$ cat src/include/dio_defs.vh
// Purpose: Constants for the drive interface option logic
// Assumes: 25 MHz core clock
// Notes:   Included by the option logic design file only
`ifndef DIO_DEFS_VH
`define DIO_DEFS_VH

// ****************************************
// Timing
// ****************************************
`define DIO_CLK_HZ           25000000
`define DIO_HEAD_SETTLE_MS   35
`define DIO_MS_PER_S         1000
`define DIO_SETTLE_CNT_W     20

// ****************************************
// Register map (word index on the bus)
// ****************************************
`define DIO_ADDR_W           4
`define DIO_DATA_W           16
`define DIO_REG_STATUS       4'h0
`define DIO_REG_CTRL         4'h1

// ****************************************
// Status fields
// ****************************************
`define DIO_ST_DISK_CHANGE   0
`define DIO_ST_HEAD_LOADED   1
`define DIO_ST_STEP_EN       2
`define DIO_ST_DOOR_LOCK     3
`define DIO_ST_SIDE          4
`define DIO_ST_WRITE_EN      5
`define DIO_ST_SETTLED       6
`define DIO_ST_SELECTED      7

// ****************************************
// Control fields and reset value
// ****************************************
`define DIO_CT_OUT_EN        0
`define DIO_CT_DC_CLEAR      1
`define DIO_CT_FORCE_UNLOCK  2
`define DIO_CTRL_RESET       16'h0001
`define DIO_DATA_ZERO        16'h0000

`endif

$ cat src/design/dio_door_latch.v
// Purpose: Door lock latch toggled by drive select edges
// Assumes: Inputs synchronous to i_clk
// Notes:   Latch idles unlocked after reset
`timescale 1ns/1ns
module dio_door_latch (
    input  wire i_clk,
    input  wire i_rst,
    input  wire i_enable,
    input  wire i_select,
    input  wire i_in_use,
    input  wire i_force_unlock,
    output reg  o_locked
);

// ****************************************
// Select edge detection
// ****************************************
reg select_d;
reg next_locked;

always @(posedge i_clk) begin
    if (i_rst) begin
        select_d <= 1'b0;
    end else begin
        select_d <= i_select;
    end
end

// ****************************************
// Latch
// ****************************************
always @* begin
    next_locked = o_locked;
    if (!i_enable || i_force_unlock) begin
        next_locked = 1'b0;
    end else if (i_select && !select_d) begin
        if (!o_locked) begin
            next_locked = 1'b1;
        end else if (!i_in_use) begin
            next_locked = 1'b0;
        end
    end
end

always @(posedge i_clk) begin
    if (i_rst) begin
        o_locked <= 1'b0;
    end else begin
        o_locked <= next_locked;
    end
end

endmodule

$ cat src/design/dio_option_logic.v
// Purpose: Strap-configured interface option logic of a diskette drive
// Assumes: One 25 MHz clock, cable inputs synchronous, straps static
// Notes:   Cable lines modelled active high; oe_n low means driving
`timescale 1ns/1ns
`include "dio_defs.vh"
module dio_option_logic #(
    parameter HEAD_SETTLE_CYCLES = `DIO_HEAD_SETTLE_MS * (`DIO_CLK_HZ / `DIO_MS_PER_S)
) (
    input  wire                     i_clk,
    input  wire                     i_rst,
    // Cable inputs
    input  wire                     i_drive_select,
    input  wire                     i_head_load_in,
    input  wire                     i_in_use_in,
    input  wire                     i_direction,
    input  wire                     i_side_select,
    input  wire                     i_step,
    input  wire                     i_write_gate,
    // Mechanism inputs
    input  wire                     i_door_closed,
    input  wire                     i_disk_present,
    input  wire                     i_ready,
    input  wire                     i_write_protected,
    input  wire                     i_two_sided_media,
    input  wire                     i_index_raw,
    input  wire                     i_sector_raw,
    // Straps
    input  wire                     i_radial_index_strap,
    input  wire                     i_index_out_strap,
    input  wire                     i_sector_out_strap,
    input  wire                     i_two_sided_strap,
    input  wire                     i_disk_change_out_strap,
    input  wire                     i_latch_reset_ready_only_pad,
    input  wire                     i_deferred_head_load_strap,
    input  wire                     i_stepper_from_select_strap,
    input  wire                     i_stepper_from_headload_strap,
    input  wire                     i_head_load_only_strap,
    input  wire                     i_in_use_alt_strap,
    input  wire                     i_door_latch_strap,
    input  wire                     i_side_via_direction_strap,
    input  wire                     i_standard_side_input_strap,
    input  wire                     i_write_allow_override_strap,
    // Register port
    input  wire [`DIO_ADDR_W-1:0]   i_addr,
    input  wire [`DIO_DATA_W-1:0]   i_wdata,
    input  wire                     i_wr,
    input  wire                     i_rd,
    output reg  [`DIO_DATA_W-1:0]   o_rdata,
    // Cable outputs
    output reg                      o_index,
    output reg                      o_index_oe_n,
    output reg                      o_sector,
    output reg                      o_sector_oe_n,
    output reg                      o_two_sided,
    output reg                      o_two_sided_oe_n,
    output reg                      o_disk_change,
    output reg                      o_disk_change_oe_n,
    output reg                      o_write_protect,
    // Mechanism outputs
    output reg                      o_head_load,
    output reg                      o_step_motor_en,
    output reg                      o_step_pulse,
    output reg                      o_door_lock,
    output reg                      o_busy_led,
    output reg                      o_side,
    output reg                      o_write_enable,
    output reg                      o_head_settled
);

// ****************************************
// Control register
// ****************************************
reg  [`DIO_DATA_W-1:0]       ctrl;
wire                         out_en       = ctrl[`DIO_CT_OUT_EN];
wire                         force_unlock = ctrl[`DIO_CT_FORCE_UNLOCK];
wire                         sw_dc_clear  = i_wr && (i_addr == `DIO_REG_CTRL) && i_wdata[`DIO_CT_DC_CLEAR];

always @(posedge i_clk) begin
    if (i_rst) begin
        ctrl <= `DIO_CTRL_RESET;
    end else if (i_wr && (i_addr == `DIO_REG_CTRL)) begin
        // Clear bit is a pulse and never stored
        ctrl <= i_wdata & ~(`DIO_CTRL_RESET << `DIO_CT_DC_CLEAR);
    end
end

// ****************************************
// Selection, head load and stepper
// ****************************************
reg  next_head_load;
reg  next_step_en;
reg  next_step_pulse;

always @* begin
    if (i_head_load_only_strap) begin
        next_head_load = i_head_load_in;
        next_step_en   = i_drive_select;
    end else if (i_stepper_from_select_strap && !i_stepper_from_headload_strap) begin
        next_head_load = i_drive_select && i_head_load_in;
        next_step_en   = i_drive_select;
    end else if (i_deferred_head_load_strap) begin
        next_head_load = i_drive_select && i_head_load_in;
        next_step_en   = i_drive_select && i_head_load_in;
    end else begin
        next_head_load = i_drive_select;
        next_step_en   = i_drive_select;
    end
    // Door and head interlock bypassed only by the select-stepper option
    if (i_stepper_from_select_strap && !i_stepper_from_headload_strap) begin
        next_step_pulse = i_step && next_step_en;
    end else begin
        next_step_pulse = i_step && next_step_en && i_door_closed && next_head_load;
    end
end

// ****************************************
// Head settle timer
// ****************************************
// Status only; the controller owns the wait, drive just reports it
// Full-width end count, cut on purpose to the counter width
localparam [31:0]                  SETTLE_LAST_FULL = HEAD_SETTLE_CYCLES - 1;
localparam [`DIO_SETTLE_CNT_W-1:0] SETTLE_LAST      = SETTLE_LAST_FULL[`DIO_SETTLE_CNT_W-1:0];
reg  [`DIO_SETTLE_CNT_W-1:0] settle_cnt;
reg                          settled;

always @(posedge i_clk) begin
    if (i_rst || !next_head_load) begin
        settle_cnt <= {`DIO_SETTLE_CNT_W{1'b0}};
        settled    <= 1'b0;
    end else if (!settled) begin
        if (settle_cnt == SETTLE_LAST) begin
            settled <= 1'b1;
        end else begin
            settle_cnt <= settle_cnt + 1'b1;
        end
    end
end

// ****************************************
// Side selection
// ****************************************
reg  next_side;

always @* begin
    if (i_side_via_direction_strap && !i_standard_side_input_strap) begin
        // Direction keeps its step role; only a loaded head takes it as side
        next_side = next_head_load ? i_direction : o_side;
    end else if (i_standard_side_input_strap) begin
        next_side = i_side_select;
    end else begin
        next_side = 1'b0;
    end
end

// ****************************************
// Disk change latch
// ****************************************
reg  dc_latch;
wire side_ok  = i_drive_select && (!next_side || i_two_sided_media);
wire dc_set   = !i_disk_present || !i_door_closed;
wire dc_clear = sw_dc_clear || (i_ready && (i_latch_reset_ready_only_pad || side_ok));

always @(posedge i_clk) begin
    if (i_rst) begin
        dc_latch <= 1'b0;
    end else if (dc_set) begin
        dc_latch <= 1'b1;
    end else if (dc_clear) begin
        dc_latch <= 1'b0;
    end
end

// ****************************************
// Door lock and busy indicator
// ****************************************
wire door_latched;
wire in_use_alt = i_in_use_alt_strap && i_in_use_in;

dio_door_latch u_door_latch (
    .i_clk          (i_clk),
    .i_rst          (i_rst),
    .i_enable       (i_door_latch_strap && i_in_use_alt_strap),
    .i_select       (i_drive_select),
    .i_in_use       (i_in_use_in),
    .i_force_unlock (force_unlock),
    .o_locked       (door_latched)
);

wire next_door = !force_unlock && (door_latched || in_use_alt);
wire next_busy = i_in_use_alt_strap ? i_in_use_in : i_drive_select;

// ****************************************
// Write inhibit
// ****************************************
wire wp_block  = i_write_protected && !i_write_allow_override_strap;
wire next_wren = i_write_gate && next_head_load && i_drive_select && !wp_block;

// ****************************************
// Output gating
// ****************************************
// Enabled radial lines drive without select; bussed lines only when selected
wire idx_drive = out_en && i_index_out_strap && (i_radial_index_strap || i_drive_select);
wire sec_drive = out_en && i_sector_out_strap && (i_radial_index_strap || i_drive_select);
wire ts_drive  = out_en && i_two_sided_strap && i_drive_select;
wire dc_drive  = out_en && i_disk_change_out_strap && i_drive_select;

always @(posedge i_clk) begin
    if (i_rst) begin
        o_index            <= 1'b0;
        o_index_oe_n       <= 1'b1;
        o_sector           <= 1'b0;
        o_sector_oe_n      <= 1'b1;
        o_two_sided        <= 1'b0;
        o_two_sided_oe_n   <= 1'b1;
        o_disk_change      <= 1'b0;
        o_disk_change_oe_n <= 1'b1;
        o_write_protect    <= 1'b0;
        o_head_load        <= 1'b0;
        o_step_motor_en    <= 1'b0;
        o_step_pulse       <= 1'b0;
        o_door_lock        <= 1'b0;
        o_busy_led         <= 1'b0;
        o_side             <= 1'b0;
        o_write_enable     <= 1'b0;
        o_head_settled     <= 1'b0;
    end else begin
        o_index            <= idx_drive && i_index_raw;
        o_index_oe_n       <= !idx_drive;
        o_sector           <= sec_drive && i_sector_raw;
        o_sector_oe_n      <= !sec_drive;
        o_two_sided        <= ts_drive && i_two_sided_media;
        o_two_sided_oe_n   <= !ts_drive;
        o_disk_change      <= dc_drive && dc_latch;
        o_disk_change_oe_n <= !dc_drive;
        o_write_protect    <= out_en && i_drive_select && i_write_protected;
        o_head_load        <= next_head_load;
        o_step_motor_en    <= next_step_en;
        o_step_pulse       <= next_step_pulse;
        o_door_lock        <= next_door;
        o_busy_led         <= next_busy;
        o_side             <= next_side;
        o_write_enable     <= next_wren;
        o_head_settled     <= settled;
    end
end

// ****************************************
// Register read port
// ****************************************
reg  [`DIO_DATA_W-1:0] status;

always @* begin
    status = `DIO_DATA_ZERO;
    status[`DIO_ST_DISK_CHANGE] = dc_latch;
    status[`DIO_ST_HEAD_LOADED] = o_head_load;
    status[`DIO_ST_STEP_EN]     = o_step_motor_en;
    status[`DIO_ST_DOOR_LOCK]   = o_door_lock;
    status[`DIO_ST_SIDE]        = o_side;
    status[`DIO_ST_WRITE_EN]    = o_write_enable;
    status[`DIO_ST_SETTLED]     = settled;
    status[`DIO_ST_SELECTED]    = i_drive_select;
end

always @(posedge i_clk) begin
    if (i_rst) begin
        o_rdata <= `DIO_DATA_ZERO;
    end else if (i_rd) begin
        if (i_addr == `DIO_REG_STATUS) begin
            o_rdata <= status;
        end else if (i_addr == `DIO_REG_CTRL) begin
            o_rdata <= ctrl;
        end else begin
            o_rdata <= `DIO_DATA_ZERO;
        end
    end else begin
        // Data stands only in the cycle after the read
        o_rdata <= `DIO_DATA_ZERO;
    end
end

endmodule

$ cat config.mk
export PLATFORM = sky130hd
export DESIGN_NAME = dio_option_logic
export DESIGN_NICKNAME = d
export VERILOG_FILES = /design/src/design/dio_door_latch.v /design/src/design/dio_option_logic.v
export VERILOG_INCLUDE_DIRS = /design/src /design/src/include
export SDC_FILE = /design/constraint.sdc
export NUM_CORES = 1
export LEC_CHECK = 0
export BUFFER_PORTS_ARGS = -buffer_cell sky130_fd_sc_hd__buf_4
export CAP_MARGIN = 0
export CORE_MARGIN = 4
export CORE_UTILIZATION = 45
export CTS_CLUSTER_DIAMETER = 80
export CTS_CLUSTER_SIZE = 25
export DETAILED_ROUTE_END_ITERATION = 8
export GPL_ROUTABILITY_DRIVEN = 0
export HOLD_SLACK_MARGIN = 0.08
export PLACE_DENSITY = 0.78
export SLEW_MARGIN = 0
export SYNTH_ARGS = -nofsm -noshare
export SYNTH_HDL_FRONTEND = slang
export SYNTH_SLANG_ARGS = --single-unit
$ cat constraint.sdc
create_clock -name i_clk -period 2 [get_ports i_clk]
set_clock_uncertainty 0.2 [all_clocks]
set_input_delay 0.4 -clock i_clk [delete_from_list [all_inputs] [get_ports i_clk]]
set_output_delay 0.4 -clock i_clk [all_outputs]
set_load 0.01 [all_outputs]
==> results of run 1 <==
cell usage in the layout (no fill, tap or decap), types with 2 or more instances in the layout:
master | netlist | layout
o31ai_1 | 6 | 6
nor2b_1 | 4 | 4
or4_1 | 4 | 4
a21oi_2 | 0 | 2
nand2b_1 | 2 | 2
buf_4 | 0 | 109
nand2_1 | 43 | 43
dlygate4sd3_1 | 0 | 9
inv_6 | 0 | 2
and3_1 | 14 | 14
or3b_4 | 0 | 2
o21ai_0 | 2 | 2
a21oi_1 | 24 | 22
mux2i_1 | 13 | 13
nand3_1 | 10 | 10
nand4b_1 | 4 | 4
inv_1 | 10 | 10
xnor2_1 | 8 | 8
clkbuf_8 | 0 | 9
o41ai_1 | 3 | 3
nand4_1 | 10 | 10
nor4_1 | 7 | 6
clkinv_4 | 0 | 2
dfxtp_1 | 72 | 70
or2_2 | 3 | 2
xor2_1 | 2 | 2
nor3b_1 | 2 | 2
nor3_1 | 5 | 5
nor2_1 | 24 | 24
a31oi_1 | 2 | 2
what timing repair did:
item	CTS	global route
resized for setup	0	12
hold endpoints to repair	10	0
buffers inserted	0	1
hold buffers	9	0
setup endpoints to repair	0	7
power groups by stage:
| stage | clock (uW) | combinational, uW | sequential (uW) |
|---|---|---|---|
| 3_3_place_gp | 0 | 232 | 1500 |
| 6_report | 1160 | 252 | 1470 |
| 4_1_cts | 1170 | 250 | 1470 |
| 2_1_floorplan | 0 | 86.5 | 1510 |
| 5_1_grt | 1230 | 276 | 1470 |
| 3_5_place_dp | 0 | 235 | 1500 |
metal layers:
layer / wire length (um) / share of wire (%) / up-vias
met1: 3054 / 43 / 1186
li1: - / - / 1306
met5: 0 / 0 / -
met3: 395 / 5.6 / 6
met4: 65 / 0.92 / 0
met2: 3573 / 50 / 71
critical path: cells and delay by family (launching register included):
| kind | cells | cell delay, ns |
|---|---|---|
| AOI/OAI and AO/OA | 1 | 0.16 |
| buffers and inverters | 1 | 0.14 |
| and+or+nand+nor | 3 | 1.00 |
| DFF | 1 | 0.37 |
cells in the mapped netlist, types with 2 or more instances:
master    instances
a21oi_1          24
a31oi_1           2
and3_1           14
clkbuf_1         12
dfxtp_1          72
inv_1            10
mux2i_1          13
nand2_1          43
nand2b_1          2
nand3_1          10
nand4_1          10
nand4b_1          4
nor2_1           24
nor2b_1           4
nor3_1            5
nor3b_1           2
nor4_1            7
o21ai_0           2
o31ai_1           6
o41ai_1           3
or2_2             3
or3b_2            2
or4_1             4
xnor2_1           8
xor2_1            2
metrics by stage:
stage	area, um^2	cells	utilization (%)
after floorplan	2789	304	-
after global placement	3654	474	61.34
after detailed placement	3654	474	61.34
after CTS	3945	499	66.24
after global routing	3999	500	67.14
final	3999	500	67.14
cell families (layout without fill, tap and decap cells):
group,Yosys count,count (layout),share of synthesized area (%)
flip-flops,72,72,51.80
AO/OA/AOI/OAI,44,44,10.03
multiplexers,13,13,4.676
buffers and inverters,24,145,3.507
AND/OR/NAND/NOR,140,140,26.39
XOR/XNOR,10,10,3.148
adder cells (fa/ha/maj),1,1,0.4496
final cells by class:
cell class	instances	area share (%)
sequential	72	36.17
multi-input combinational	208	32.29
timing repair buffer	119	23.22
clock buffer	9	3.098
tap	75	2.347
clock inverter	7	1.940
inverter	10	0.9387
final timing paths:
path | startpoint | end | depth (start not counted)
min reg2reg | ctrl[8] | ctrl[8] | 2
max | settle_cnt[9] | settle_cnt[17] | 5
min | i_wdata[10] | ctrl[10] | 3
max reg2reg | settle_cnt[9] | settle_cnt[17] | 5
==> impl_metrics.py, run 1 <==
metrics = {
    "outcome": {
        "status": "completed",
    },
    "job": {
        "cap_violations": 0,
    },
    "yosys": {
        "synth_top_area_share_pct": 51.80,
        "ys_async_sr_fraction_pct": 0,
        "syn_inst": 304,
        "synth-seq-cells": 72,
        "yosys_warnings": 0,
        "synth_edf_count": 0,
        "netlist_area_mm2": 0.002783,
        "synth.distinct_cells": 41,
        "synth_fp_nets": 358,
        "synth_area_leaders": "dfxtp_1 (52%), nand2_1 (5.8%), mux2i_1 (4.7%)",
        "post-synth-top-area-cell": "dfxtp_1",
        "avgSynthCellArea_um2": 9.154,
        "synth_ff_type": "dfxtp_1",
        "ys_seq_area_share_pct": 51.80,
    },
    "clock_network": {
        "cts_buffer_depth": 2,
        "htree_levels": 3,
        "cts_buffers": 9,
        "clk_latency_ns": 0.34,
        "cts.clk_slew.worst_paths_ns": 0.09,
        "clock-sinks": 72,
        "cts_tree": "yes",
        "cts_root_buffer": "clkbuf_8",
    },
    "power": {
        "p_leak_uw": 0.001736,
        "internal_power_uw": 2186,
        "power.density_mw_per_mm2": 720.2,
        "ir_drop_mv": 0.5359,
        "power_frac_clock_pct": 40.1,
        "power.share.sequential_pct": 51.1,
        "comb_power_share_pct": 8.7,
        "p_sw_uw": 693.6,
        "switching_share_pct": 24.08,
        "total_power_uw": 2880,
    },
    "grt": {
        "grt.total_usage_pct": 19.38,
        "overflow": 0,
        "grtUsageMet3_pct": 3.612,
        "grtUsageMet2_pct": 33.17,
        "grt_pass1_wl_um": 11530,
        "grt_pass1_vias": 2526,
        "met1_usage_pct": 23.63,
        "antenna_found_initial": 0,
        "grt_max_degree": 23,
        "top_usage_layer": "met2",
    },
    "sta": {
        "rsz0062_at_grt": "yes",
        "tightest_slew_ns": 0.4087,
        "hold_slack_ns": 0.08987,
        "finalHoldViolCount": 0,
        "fin_crit_ns": 1.935,
        "drv_slew": 0,
        "layout_setup_ws_ns": 0.06502,
        "tns_ns": 0,
        "setup_viol": 0,
        "fmax_ghz": 0.5168,
        "fin_crit_sh_pct": 96.75,
        "relSlewSlack_pct": 72.40,
    },
    "die": {
        "dieArea_mm2": 0.007506,
        "die_w_um": 86.64,
        "die_h_um": 86.64,
        "row_count": 28,
        "pin_count": 86,
        "start_util_pct": 46.72,
        "core_mm2": 0.005956,
    },
    "worst_setup_path": {
        "cp_slowest_stage_delay_ns": 0.47,
        "worstPathArrival_ns": 2.01,
        "path_cells": "buf_4, nand4_1, or2_4, or4_1, a21oi_1",
        "crit_type": "reg -> reg",
        "crit_slowest_cell": "or4_1",
        "cp-start-kind": "register",
        "cp-end-kind": "register",
        "crit_required_ns": 2.07,
        "rrSetupSlack_ns": 0.07,
        "crit_fanout": 8,
    },
    "detailed_routing": {
        "totalWireLength_um": 7089,
        "drt_iter0_drc": 115,
        "vias_per_cell": 5.138,
        "wl_per_cell_um": 14.18,
        "vias": 2569,
        "drc_errors": 0,
        "dr.pass1.iters": 4,
        "drt.antenna.violating_nets": 0,
    },
    "final_layout": {
        "syn_to_final_growth_pct": 43.71,
        "area.sequential_mm2": 0.001446,
        "drive_gt1_share_pct": 33.18,
        "antenna_cells": 0,
        "fillers": 469,
        "largest_register_ffs": 20,
        "regMostFlops": "settle_cnt",
        "num-nets-final": 474,
        "multi_input_area_mm2": 0.001291,
        "top_regs": "settle_cnt x20, o_rdata x16, ctrl x15",
    },
    "placed_design": {
        "dp_slack_ns": 0.05671,
        "numPortBuffers": 85,
        "hpwl_um": 4985,
    },
    "min_path": {
        "holdCritPathClass": "in -> reg",
    },
}
Power figures use the tool's default switching activity.
==> inputs of run 2 (changes only) <==
Settings changed: CORE_MARGIN 4 to 5.
==> run 2 against run 1 <==
- clock power rose by 3%
- via count rose by 1.1%
- count of clock-buffer cells in the layout rose by 2
- sequential power barely moved
- final area did not move
- register-to-register slack barely moved
- cell count rose by 0.60%
- critical endpoint unchanged
- largest power group unchanged
==> impl_metrics.py, run 2 (synthesized netlist as in run 1, its figures left out) <==
metrics = {
    "worst_setup_path": {
        "rrSetupSlack_ns": 0.05,
        "rr_startpoint": "settle_cnt[9]",
        "crit_type": "reg -> reg",
        "cp-end-kind": "register",
        "r2r_end": "settle_cnt[17]",
        "worstPathArrival_ns": 2.01,
        "reg2reg_depth": 5,
        "crit_required_ns": 2.06,
        "cp-start-kind": "register",
        "crit_fanout": 8,
    },
    "sta": {
        "setup_viol": 0,
        "fmax_ghz": 0.5131,
        "tightest_slew_ns": 0.4382,
        "relSlewSlack_pct": 70.51,
        "hold_slack_ns": 0.1060,
        "layout_setup_ws_ns": 0.05104,
        "fin_crit_sh_pct": 97.45,
        "drv_slew": 0,
        "finalHoldViolCount": 0,
        "fin_crit_ns": 1.949,
    },
    "placed_design": {
        "dp_slack_ns": 0.01083,
        "dp_cells": 475,
        "numPortBuffers": 85,
        "hpwl_um": 5144,
    },
    "final_layout": {
        "drive_gt1_share_pct": 33.41,
        "area.sequential_mm2": 0.001444,
        "final_common_cell": "buf_4",
        "syn_to_final_growth_pct": 43.71,
        "layout_common_cells": "buf_4 (114), dfxtp_1 (70), nand2_1 (43)",
        "multi_input_area_mm2": 0.001272,
        "fin_util_pct": 67.14,
        "num-nets-final": 477,
        "final_cells": 503,
        "fillers": 478,
        "largest_register_ffs": 20,
        "top_regs": "settle_cnt x20, o_rdata x16, ctrl x15",
        "regMostFlops": "settle_cnt",
        "antenna_cells": 0,
    },
    "clock_network": {
        "cts.clk_slew.worst_paths_ns": 0.08,
        "cts_buffer_depth": 2,
        "htree_levels": 3,
        "cts_root_buffer": "clkbuf_8",
        "cts_tree": "yes",
        "clk_latency_ns": 0.33,
        "clock-sinks": 72,
        "cts_buffers": 9,
    },
    "detailed_routing": {
        "totalWireLength_um": 7216,
        "drt.antenna.violating_nets": 0,
        "drc_errors": 0,
        "vias_per_cell": 5.165,
        "vias": 2598,
        "dr.pass1.iters": 4,
        "wl_per_cell_um": 14.35,
        "drt_iter0_drc": 161,
    },
    "grt": {
        "antenna_found_initial": 0,
        "grt_pass1_wl_um": 11810,
        "grt_max_degree": 22,
        "overflow": 0,
        "grt_pass1_vias": 2616,
        "grt.total_usage_pct": 19.15,
    },
    "die": {
        "core_mm2": 0.005956,
        "pin_count": 86,
        "die_h_um": 88.64,
        "start_util_pct": 46.72,
        "row_count": 28,
        "die_w_um": 88.64,
        "dieArea_mm2": 0.007856,
    },
    "min_path": {
        "hold_path_depth": 2,
        "hold_path_end": "o_index",
        "holdCritPathClass": "in -> reg",
        "min_from": "i_index_raw",
    },
    "job": {
        "cap_violations": 0,
    },
    "power": {
        "power.density_mw_per_mm2": 731.1,
        "ir_drop_mv": 0.4186,
        "p_leak_uw": 0.001748,
    },
    "outcome": {
        "status": "completed",
    },
}
## run 2: through the flow
step | area [um^2] | setup TNS (ns) | power (uW)
finish | 3999 | 0 | 2924
global route | 3999 | -0.03072 | 3030
CTS | 3960 | 0 | 2946
detailed placement | 3649 | 0 | 1737
global placement | 3649 | 0 | 1733
floorplan | 2789 | 0 | 1596
## run 2: per-layer routing
| metal | global-route usage [%] | up-vias | part of all wire (%) |
|---|---|---|---|
| met5 | 0 | - | 0 |
| met4 | 7.280 | 0 | 1.3 |
| met3 | 3.352 | 8 | 5.5 |
| met2 | 33.74 | 84 | 49 |
| met1 | 23.12 | 1190 | 44 |
| li1 | - | 1316 | - |
## run 2: worst max-delay path, cell delays in order (launching register included)
cell	delay, ns
dfxtp_1	0.33
buf_4	0.12
nand4_1	0.22
or2_4	0.36
or4_1	0.48
a21oi_1	0.17
## run 2: repair_timing
item                       4_1_cts  5_1_grt
setup endpoints to repair        2       12
gates cloned                     0        0
hold buffers                     8        0
setup buffers                    2        2
hold endpoints to repair         7        0
pin swaps                        1        1
gates resized for setup          1        5
## run 2: cell type report
cell class	instances	area share (%)
clock buffer	11	3.786
clock inverter	5	1.596
inverter	10	0.9387
multi-input combinational	208	31.82
sequential	72	36.11
tap	75	2.347
timing repair buffer	122	23.40
## run 2: where the power goes
group          switching (uW)  leakage, uW  total (uW)  internal (uW)
sequential               12.5     0.000585        1470           1460
combinational             110      0.00106         249            139
clock                     551     0.000106        1200            653
total                     674      0.00175        2920           2250
## run 2: worst max-delay path by stage
stage	depth (start not counted)	slack, ns	to	from
final	5	0.05	settle_cnt[17]	settle_cnt[9]
after global placement	5	0.08	settle_cnt[0]	settle_cnt[3]
after floorplan	4	0.07	settle_cnt[0]	settle_cnt[15]
after CTS	5	0.02	settle_cnt[16]	settle_cnt[1]
after global routing	5	-0.03	settle_cnt[17]	settle_cnt[9]
after detailed placement	5	0.01	settle_cnt[16]	settle_cnt[1]
==> inputs of run 3 (changes only) <==
Settings changed: GPL_ROUTABILITY_DRIVEN 0 to 1, PLACE_DENSITY 0.78 to 0.72.
Clock period 2 ns to 1.9 ns, I/O delays scaled along.
==> run 3 against run 2 <==
- count of clock-buffer cells in the layout shrank 2
- largest power group unchanged
- hold slack got worse by 0.013 ns
- combinational power increased by 21%
- sequential cell count unchanged
- cell count up 4.4%
- critical path type unchanged
- register-to-register slack improved by 0.03 ns
- utilization rose by 3.9 points
- total power grew 1.5%
- non-clock buffer count up 22
- routed wire length grew 8.1%
==> impl_metrics.py, run 3 (synthesized netlist as in run 1, its figures left out) <==
metrics = {
    "clock_network": {
        "cts_buffer_depth": 2,
        "cts.clk_slew.worst_paths_ns": 0.08,
        "clock-sinks": 72,
        "clk_latency_ns": 0.34,
        "cts_root_buffer": "clkbuf_8",
        "htree_levels": 3,
        "cts_buffers": 9,
        "cts_tree": "yes",
    },
    "sta": {
        "tightest_slew_ns": 0.4855,
        "relSlewSlack_pct": 67.38,
        "rsz0062_at_grt": "yes",
        "hold_slack_ns": 0.09258,
        "fmax_ghz": 0.5503,
        "drv_slew": 0,
        "finalHoldViolCount": 0,
        "tns_ns": 0,
        "fin_crit_sh_pct": 95.65,
        "setup_viol": 0,
        "fin_crit_ns": 1.817,
    },
    "grt": {
        "grt_pass1_wl_um": 12590,
        "antenna_found_initial": 0,
        "grt_max_degree": 19,
        "grt_pass1_vias": 2792,
        "overflow": 0,
        "grt.total_usage_pct": 20.89,
    },
    "final_layout": {
        "largest_register_ffs": 20,
        "syn_to_final_growth_pct": 52.16,
        "design_area_mm2": 0.004234,
        "final_common_cell": "buf_4",
        "layout_common_cells": "buf_4 (119), dfxtp_1 (66), nand2_1 (43)",
        "regMostFlops": "settle_cnt",
        "num-nets-final": 499,
        "drive_gt1_share_pct": 34.89,
        "fin_util_pct": 71.09,
        "top_regs": "settle_cnt x20, o_rdata x16, ctrl x15",
        "antenna_cells": 0,
    },
    "placed_design": {
        "place_area_mm2": 0.003735,
        "gp_congestion": 0.8198,
        "hpwl_um": 5429,
        "numPortBuffers": 85,
    },
    "detailed_routing": {
        "vias_per_cell": 5.326,
        "wl_met2_um": 3868,
        "dr.pass1.iters": 4,
        "drc_errors": 0,
        "wl_per_cell_um": 14.86,
        "vias": 2796,
        "drt.antenna.violating_nets": 0,
        "top_layer_used": "met4",
        "m1WireLength_um": 3172,
        "totalWireLength_um": 7802,
        "wl_met3_um": 496,
        "drt_iter0_drc": 183,
    },
    "die": {
        "row_count": 28,
        "dieArea_mm2": 0.007856,
        "core_mm2": 0.005956,
        "die_h_um": 88.64,
        "die_w_um": 88.64,
        "pin_count": 86,
        "start_util_pct": 46.72,
    },
    "worst_setup_path": {
        "worstPathArrival_ns": 1.89,
        "crit_fanout": 9,
        "cp-start-kind": "register",
        "crit_type": "reg -> reg",
        "cp-end-kind": "register",
        "crit_required_ns": 1.98,
    },
    "power": {
        "ir_drop_mv": 0.5501,
        "power.density_mw_per_mm2": 700.9,
        "p_leak_uw": 0.001861,
    },
    "outcome": {
        "status": "completed",
    },
    "job": {
        "cap_violations": 0,
    },
    "min_path": {
        "holdCritPathClass": "in -> reg",
    },
}
## run 3: cell types whose count changed in the layout (fill, tap and decap cells not counted), moves of 2 or more
cell / before / now
buf_4: 114 / 119
dlygate4sd3_1: 8 / 23
or3b_4: 0 / 2
dfxtp_2: 2 / 6
or3b_2: 2 / 0
clkbuf_8: 11 / 9
dfxtp_1: 70 / 66
buf_12: 0 / 2
inv_6: 1 / 3
## run 3: layout make-up
type | instances | area [um^2]
fillers | 455 | 1722
flip-flops and latches | 72 | 1449
multi-input cells | 208 | 1305
repair buffers | 144 | 1164
clock buffers | 9 | 123.9
well taps | 75 | 93.84
clock inverters | 7 | 61.31
inverters | 10 | 37.54
## run 3: path summary, 6_finish.rpt
| check | from | to | slack (ns) | cells past startpoint |
|---|---|---|---|---|
| max reg2reg | settled | settle_cnt[17] | 0.08 | 4 |
| min | i_in_use_in | o_busy_led | 0.09 | 3 |
| max | settled | settle_cnt[17] | 0.08 | 4 |
| min reg2reg | ctrl[12] | ctrl[12] | 0.25 | 2 |
## run 3: routing by layer
layer,global-route usage [%],vias up
li1,-,1355
met1,24.18,1322
met5,0,-
met2,35.76,96
met4,11.54,0
met3,4.376,23
## run 3: through the flow
step | worst slack, ns | total power [uW] | std cells
after global placement | 0.01854 | 1835 | 482
after CTS | 0.03031 | 2999 | 521
after floorplan | -0.02044 | 1680 | 304
final | 0.08272 | 2968 | 525
after global routing | -0.02051 | 3096 | 525
after detailed placement | -0.05925 | 1841 | 482
## run 3: where the power goes
group | internal, uW | leakage, uW | total (uW) | switching (uW)
Sequential | 1530 | 0.000587 | 1550 | 14.1
Clock | 498 | 0.0000888 | 1120 | 620
Combinational | 174 | 0.00119 | 301 | 127
Total | 2210 | 0.00186 | 2970 | 761
## run 3: repair_timing
item,CTS,global route
setup endpoints to repair,6,9
pin swaps,1,3
hold buffers,22,1
buffers inserted,1,3
endpoints found under the hold margin,23,1
resized for setup,8,6
## run 3: worst max-delay path, cell delays in order, from the launching register on
cell	delay, ns
dfxtp_2	0.32
nand3b_4	0.14
or3_4	0.42
or4_1	0.52
a21oi_1	0.15
